[config.mk]
export PLATFORM = sky130hd
export DESIGN_NAME = sip_shifter
export DESIGN_NICKNAME = d
export VERILOG_FILES = /design/src/rtl/sip_pkg.sv /design/src/rtl/sip_fifo.sv /design/src/rtl/sip_shifter.sv
export VERILOG_INCLUDE_DIRS = /design/src /design/src/rtl
export SDC_FILE = /design/constraint.sdc
export NUM_CORES = 1
export LEC_CHECK = 0
export ABC_AREA = 1
export BUFFER_PORTS_ARGS = -buffer_cell sky130_fd_sc_hd__buf_2
export CORE_MARGIN = 2
export CORE_UTILIZATION = 33
export DETAILED_ROUTE_END_ITERATION = 16
export GPL_TIMING_DRIVEN = 1
export SLEW_MARGIN = 40
export SYNTH_ARGS = -nofsm -noshare
export SYNTH_HDL_FRONTEND = slang
export SYNTH_HIERARCHICAL = 1
export SYNTH_SLANG_ARGS = --single-unit
[constraint.sdc]
create_clock -name mclk_in -period 1.85 [get_ports mclk_in]
set_input_delay 0.2775 -clock mclk_in [delete_from_list [all_inputs] [get_ports mclk_in]]
set_output_delay 0.2775 -clock mclk_in [all_outputs]
set_load 0.05 [all_outputs]
[src/rtl/sip_consts.svh]
// Constants for the serial-in parallel-out shifter
`ifndef SIP_CONSTS_SVH
`define SIP_CONSTS_SVH
`define SIP_STAGES 8
`define SIP_FIFO_DEPTH 8
`define SIP_STAGE_RESET 8'h00
`define SIP_PIN_COUNT 4
`define SIP_PIN_CLK 0
`define SIP_PIN_A 1
`define SIP_PIN_B 2
`define SIP_PIN_CLR 3
`define SIP_PIN_RESET 4'h8
`endif

[src/rtl/sip_pkg.sv]
// Types shared by the shifter and its testbench
package sip_pkg;
  typedef logic [7:0] sip_word_t;
  typedef logic [3:0] sip_pins_t;
endpackage

[src/rtl/sip_fifo.sv]
// Parameterised FIFO with valid/ready on both sides
`timescale 1ns/1ns
module sip_fifo #(
  parameter int WIDTH = 8,
  parameter int DEPTH = 8
) (
  input wire logic mclk_in,
  input wire logic rst_n_in,
  input wire logic [WIDTH-1:0] wr_data_in,
  input wire logic wr_valid_in,
  output logic wr_ready_out,
  output logic [WIDTH-1:0] rd_data_out,
  output logic rd_valid_out,
  input wire logic rd_ready_in
);
  localparam int AW = (DEPTH > 1) ? $clog2(DEPTH) : 1;
  logic [WIDTH-1:0] mem [DEPTH];
  logic [AW-1:0] wr_ptr, rd_ptr, next_wr_ptr, next_rd_ptr;
  logic [AW:0] count, next_count;
  logic push, pop;

  function automatic logic [AW-1:0] bump(input logic [AW-1:0] p);
    bump = (p == AW'(DEPTH - 1)) ? '0 : p + 1'b1;
  endfunction

  assign wr_ready_out = (count != (AW+1)'(DEPTH));
  assign rd_valid_out = (count != '0);
  assign rd_data_out = mem[rd_ptr];
  assign push = wr_valid_in && wr_ready_out;
  assign pop = rd_valid_out && rd_ready_in;

  always_comb begin
    next_wr_ptr = push ? bump(wr_ptr) : wr_ptr;
    next_rd_ptr = pop ? bump(rd_ptr) : rd_ptr;
    next_count = count;
    if (push && !pop) begin
      next_count = count + 1'b1;
    end else if (pop && !push) begin
      next_count = count - 1'b1;
    end
  end

  always_ff @(posedge mclk_in) begin
    if (!rst_n_in) begin
      wr_ptr <= '0;
      rd_ptr <= '0;
      count <= '0;
    end else begin
      wr_ptr <= next_wr_ptr;
      rd_ptr <= next_rd_ptr;
      count <= next_count;
    end
  end

  // Storage needs no reset; valid gates it
  always_ff @(posedge mclk_in) begin
    if (push) begin
      mem[wr_ptr] <= wr_data_in;
    end
  end
endmodule

[src/rtl/sip_shifter.sv]
// Eight-stage serial-in parallel-out shifter with gated serial entry
`timescale 1ns/1ns
`include "sip_consts.svh"
module sip_shifter #(
  parameter int FIFO_DEPTH = `SIP_FIFO_DEPTH
) (
  input wire logic mclk_in,
  input wire logic rst_n_in,
  input wire logic shift_clk_in,
  input wire logic ser_a_in,
  input wire logic ser_b_in,
  input wire logic async_clear_n_in,
  output sip_pkg::sip_word_t tap_out,
  output logic tap_first_out,
  output logic tap_seventh_out,
  output logic tap_last_out,
  output sip_pkg::sip_word_t snap_data_out,
  output logic snap_valid_out,
  input wire logic snap_ready_in,
  output logic capture_ready_out
);
  import sip_pkg::*;

  sip_pins_t pins_raw, sync1, sync2, sync3, filt;
  sip_pins_t next_sync1, next_sync2, next_sync3, next_filt;
  sip_word_t stage, next_stage;
  logic shift_ev, clr_ok, entry_bit;
  logic fifo_ready;

  // A bit moves only once the second and third flops agree
  function automatic sip_pins_t settle(input sip_pins_t s2,
                                       input sip_pins_t s3,
                                       input sip_pins_t old);
    settle = (s3 & ~(s2 ^ s3)) | (old & (s2 ^ s3));
  endfunction

  assign pins_raw = {async_clear_n_in, ser_b_in, ser_a_in, shift_clk_in};

  always_comb begin
    next_sync1 = pins_raw;
    next_sync2 = sync1;
    next_sync3 = sync2;
    next_filt = settle(sync2, sync3, filt);
  end

  always_ff @(posedge mclk_in) begin
    if (!rst_n_in) begin
      sync1 <= `SIP_PIN_RESET;
      sync2 <= `SIP_PIN_RESET;
      sync3 <= `SIP_PIN_RESET;
      filt <= `SIP_PIN_RESET;
    end else begin
      sync1 <= next_sync1;
      sync2 <= next_sync2;
      sync3 <= next_sync3;
      filt <= next_filt;
    end
  end

  // Only a low-to-high move of the filtered clock counts
  assign shift_ev = next_filt[`SIP_PIN_CLK] && !filt[`SIP_PIN_CLK];
  assign clr_ok = next_filt[`SIP_PIN_CLR];
  assign entry_bit = next_filt[`SIP_PIN_A] & next_filt[`SIP_PIN_B];

  always_comb begin
    next_stage = stage;
    if (!clr_ok) begin
      next_stage = `SIP_STAGE_RESET;
    end else if (shift_ev) begin
      next_stage = {stage[`SIP_STAGES-2:0], entry_bit};
    end
  end

  always_ff @(posedge mclk_in) begin
    if (!rst_n_in) begin
      stage <= `SIP_STAGE_RESET;
    end else begin
      stage <= next_stage;
    end
  end

  // The raw clear pin gates the taps so clearing shows with no sync delay
  assign tap_out = stage & {`SIP_STAGES{async_clear_n_in}};
  assign tap_first_out = tap_out[0];
  assign tap_seventh_out = tap_out[`SIP_STAGES-2];
  assign tap_last_out = tap_out[`SIP_STAGES-1];

  // Each shifted word is captured; a full FIFO holds the word pending and the next shift
  // replaces it, so the controller must watch capture_ready_out before clocking again
  logic push_pending, next_push_pending;
  always_comb begin
    next_push_pending = push_pending;
    if (clr_ok && shift_ev) begin
      next_push_pending = 1'b1;
    end else if (fifo_ready) begin
      next_push_pending = 1'b0;
    end
  end

  always_ff @(posedge mclk_in) begin
    if (!rst_n_in) begin
      push_pending <= 1'b0;
    end else begin
      push_pending <= next_push_pending;
    end
  end

  assign capture_ready_out = fifo_ready && !push_pending;

  sip_fifo #(
    .WIDTH(`SIP_STAGES),
    .DEPTH(FIFO_DEPTH)
  ) u_fifo (
    .mclk_in(mclk_in),
    .rst_n_in(rst_n_in),
    .wr_data_in(stage),
    .wr_valid_in(push_pending),
    .wr_ready_out(fifo_ready),
    .rd_data_out(snap_data_out),
    .rd_valid_out(snap_valid_out),
    .rd_ready_in(snap_ready_in)
  );
endmodule

Yosys cells after proc, flatten, opt, wreduce, memory -nomap -nowiden
Memory sizes are Yosys's and may differ from the RTL's. A register that Yosys moved wholly into a read port is not among the register bits.
Index checks and enable logic that the tools add are counted.
{"block": "classes", "addsub": 4, "eq_ne": 3, "muxes": 10, "bitwise_logic": 7, "n_reduce_logical": 15}
{"operator": "2-to-1 mux 3 bit", "count": 4}
{"operator": "bitwise AND 4 bit", "count": 2}
{"operator": "bitwise AND 8 bit", "count": 1}
{"operator": "2-to-1 mux 4 bit", "count": 2}
{"operator": "logical AND 1 bit", "count": 7}
{"operator": "adder 3 x 1 -> 3 bit (second input constant)", "count": 2}
{"operator": "equality test 3 bit (second input constant)", "count": 2}
{"operator": "adder 4 x 1 -> 4 bit (second input constant)", "count": 1}
{"operator": "zero test 1 bit", "count": 4}
{"operator": "2-to-1 mux 1 bit", "count": 4}
{"operator": "!= test 4 bit (second input constant)", "count": 1}
{"operator": "NOT 4 bit", "count": 1}
{"operator": "bitwise OR 4 bit", "count": 1}
{"operator": "nonzero test 2 bit", "count": 2}
{"operator": "nonzero test 4 bit", "count": 1}
{"operator": "subtractor 4 x 1 -> 4 bit (second input constant)", "count": 1}
{"operator": "XOR 4 bit", "count": 1}
{"operator": "AND reduction 2 bit", "count": 1}
{"operator": "bitwise AND 1 bit", "count": 1}
{"block": "totals", "ff_bits": 35, "ramBits": 64, "input_bits": 7, "output_inout_bits": 21, "mem_count": 1}
{"name": "u_fifo.mem", "words": 8, "width": 8, "read_ports": 1, "rd_ports_with_merged_regs": 1, "write_ports": 1, "line": "sip_fifo.sv:17", "text": "logic [WIDTH-1:0] mem [DEPTH];"}

Depth between registers and ports, before layout
{"block": "logic_depth", "word_depth": 7, "depth_mapped": 14}

By module
The synthesis kept the hierarchy.
{"module": "sip_fifo", "n_inst": 1, "cells_per_inst": 309, "area_per_inst_um2": 3298.2, "seq_area_each_um2": 2182.1}
{"module": "sip_shifter", "n_inst": 1, "cells_per_inst": 133, "area_per_inst_um2": 1008.5, "seq_area_each_um2": 500.5}

Worst setup path before layout
OpenSTA, ideal clock, no wires.
{"block": "synth_timing", "kind": "register to register", "start": "register u_fifo.count[1]", "end": "register u_fifo.count[3]", "arrival_ns": 2.054, "t_required_ns": 1.741, "setup_slack_ns": -0.313, "stages_incl_launch_ff": 12, "path_buffers": 0, "path_cell_list": "dfxtp_1 -> nor2_2 -> nand3_2 -> nand2_2 -> ha_1 -> inv_1 -> ha_1 -> or2_2 -> nand3_1 -> nand3_1 -> nand2_1 -> inv_1"}
{"block": "synth_between", "elab_chain_len": 5}
{"item": "from (decl)", "line": "sip_fifo.sv:19", "text": "logic [AW:0] count, next_count;"}
{"item": "from (signal assigned)", "line": "sip_fifo.sv:51", "text": "count <= next_count;"}
{"item": "nonzero test 4 bit *", "line": "sip_fifo.sv:27", "text": "assign rd_valid_out = (count != '0);"}
{"item": "net snap_valid_out", "line": "sip_shifter.sv:18", "text": "output logic snap_valid_out,"}
{"item": "logical AND 1 bit *", "line": "sip_fifo.sv:30", "text": "assign pop = rd_valid_out && rd_ready_in;"}
{"item": "zero test 1 bit", "line": "sip_fifo.sv:36", "text": "if (push && !pop) begin"}
{"item": "logical AND 1 bit", "line": "sip_fifo.sv:36"}
{"item": "2-to-1 mux 4 bit / nonzero test 2 bit (equally long branches)"}
Mark *: on every way through the listed nets, which the timed path passes. The rest lies on a longest branch. The select of a mux whose other input is x is not followed.
A chain may end at the register's enable or synchronous reset.

==> reports/results.ini <==
[yosys]
ys_seq_area_share_pct = 62.3
mappedNetlistArea_um2 = 4310
syn_inst = 442
yosysWarningCount = 6
synth_cell_type_count = 27
syn_avg_cell_area_um2 = 9.74
syn-num-nets = 457
ys_ff_latch = 102

[worst_setup_path]
cp-end-kind = primary output
crit_required_ns = 1.57
critPathMaxFanout = 9
max_stage_delay_ns = 0.42
path_cells = clkbuf_16, nor2_1, nor2_1, o21ai_1, nand2_1, nand2_1, nand2_2, buf_8
worstSetupPathType = reg -> out
worst-path-buf-inv = 2
critPathArrivalTime_ns = 1.53
rr_worst_depth = 12
startpoint_type = flip-flop
cp_slowest_cell = dfxtp_4
cp_top_family = flip-flops
path_depth = 8
reg2reg_from = u_fifo/count[1]$_SDFFE_PN0P_

[finish]
drive_above_1_share_pct = 21.5
fillers = 1232
final_core_util_pct = 40.8
final_cells = 665
mostFrequentLayoutCell = nor2_1
nets = 503
area_growth_pct = 20.0
layout_common_cells = nor2_1, nand2_1, edfxtp_1
num_antenna_cells = 0

[sta]
finalSetupViolations = 0
tightest_slew_ns = 0.374
drv_slew = 0
fmax_mhz = 554
rsz0062_at_grt = yes
slew_headroom_pct = 75.1
tns_ns = 0
report.final.hold_viol_count = 0
fin_crit_sh_pct = 97.6
period_minus_slack_ns = 1.81
fin_skew_ns = 0.00837
whs_ns = 0.117

[global_route]
grt_pass1_wl_um = 13500
grt_max_degree = 33
grtUsageMet2_pct = 19.7
first_global_vias = 2785
top_usage_layer = met2
antenna_found_initial = 0
grt.total_usage_pct = 12.4
use_met1_pct = 16.3
grt_overflow = 0
use_met3_pct = 3.23

[clock_network]
cts.sinks = 102
path_clk_slew_ns = 0.06
clk_path_buf_depth = 2
cts_buffers = 9
clock_latency_ns = 0.34
cts.htree.levels = 3
ctsHoldBuffers = 0
cts_tree = built
ctsRootBufferMaster = clkbuf_16

[min_path]
min_delay_path_depth = 3
min_from = ser_a_in
hp-class = in -> reg

[floorplan]
die_width_um = 118
num_rows = 41
start_util_pct = 34.0
die_h_um = 118
dieArea_um2 = 14000
core_um2 = 12700
ioPinCount = 28

[place]
hpwl_um = 5530
gp_congestion = 0.773
dp_cells = 645
portBuffers = 27

[power]
p_sw_mw = 2.76
p_comb_share_pct = 39.9
p_seq_share_pct = 36.0
leakagePower_nw = 2.30
p_per_area_nw_per_um2 = 1420
p_int_mw = 4.58
p_clk_share_pct = 24.1
worst_ir_drop_vdd_uv = 972
p_total_mw = 7.34
p_sw_share_pct = 37.6

[drt]
wl_per_cell_um = 12.7
route.detailed.drc = 0
final_antenna_net_count = 0
vias = 2892
vias_per_cell = 4.35
drtIter0Drc = 171
drtPass1Iterations = 4
finalWirelength_um = 8420

[job]
maxCapViolCount = 0

[run_status]
outcome = completed

==> power by group through the flow <==
stage	clock network (mW)	logic, mW	registers, mW
6_report	1.77	2.93	2.64
2_1_floorplan	0	2.06	2.63
4_1_cts	1.81	2.67	2.62
3_3_place_gp	0	2.47	2.65
3_5_place_dp	0	2.50	2.66
5_1_grt	1.90	3.19	2.66
==> per-stage QoR <==
step	instance area, µm²	setup slack [ns]
detailed placement	4730	0.0223
global route	5170	-0.0690
global placement	4730	0.0584
floorplan	4360	0.0102
CTS	5050	0.000447
finish	5170	0.0441
==> area by class of cell <==
| class | instances | area (µm²) | share of cell area [%] |
|---|---|---|---|
| clock buffers | 12 | 258 | 4.99 |
| clock inverters | 4 | 22.5 | 0.436 |
| inverters | 50 | 198 | 3.83 |
| multi-input cells | 273 | 1360 | 26.2 |
| flip-flops and latches | 102 | 2690 | 52.1 |
| well taps | 172 | 215 | 4.16 |
| repair buffers | 52 | 425 | 8.23 |
==> state kept, by name, indices dropped and copies added (netlist names), named ones only <==
signal and count:
u_fifo/mem 64, push_pending 1, u_fifo/count 4, next_sync2 4, sync3 4, stage 8, u_fifo/wr_ptr 3, next_sync3 4
filt 4, u_fifo/rd_ptr 3
==> worst min-delay path: stages <==
cell	delay [ns]
buf_2	0.07
nand2_1	0.04
inv_1	0.04
==> repair_timing <==
action | in CTS | in global routing
resized for setup | 15 | 25
cloned | 0 | 1
pin swaps | 0 | 2
buffers inserted | 0 | 3
endpoints found under the setup margin | 8 | 11
==> kinds of logic (layout without fill, tap and decap cells) <==
group,Yosys count,after routing,synth area share [%]
simple gates,210,210,20.3
compound gates,53,53,6.86
xor+xnor,2,2,0.407
buf+inv,67,118,7.67
fa+ha+maj,8,8,2.50
flops,102,102,62.3
==> Yosys cell counts <==
cell type,number,area share (%)
xor2_1,2,0.41
inv_2,1,0.087
nor2_2,2,0.29
dfxtp_1,38,18
nand3b_4,1,0.46
inv_4,1,0.15
nand2_4,2,0.52
nand2_2,3,0.44
or2_4,1,0.20
buf_4,5,0.87
inv_1,48,4.2
nand2_1,87,7.6
nand3_1,5,0.58
nand3_2,1,0.23
o21ai_2,8,1.6
fa_1,1,0.46
ha_1,7,2.0
nand3_4,1,0.41
a21oi_1,5,0.58
buf_6,7,1.8
o21ai_0,10,1.2
edfxtp_1,64,45
nor2_1,103,9.0
or2_2,4,0.58
buf_2,4,0.46
o21ai_1,30,3.5
clkbuf_1,1,0.087
==> worst paths after layout <==
path / endpoint / slack, ns
worst max-delay path: snap_data_out[4] / 0.04
worst min-delay path: next_sync2[1]$_SDFF_PN0_ / 0.12
worst max register to register: u_fifo/count[3]$_SDFFE_PN0P_ / 0.08
worst min register to register: next_sync3[3]$_SDFF_PN1_ / 0.41
==> metal layers <==
layer | wire length [µm] | share of wire [%]
met3 | 338 | 4.0
met5 | 0 | 0
met4 | 125 | 1.5
met1 | 3970 | 47
met2 | 4000 | 47
No activity file was read; power rests on OpenSTA's default activity.
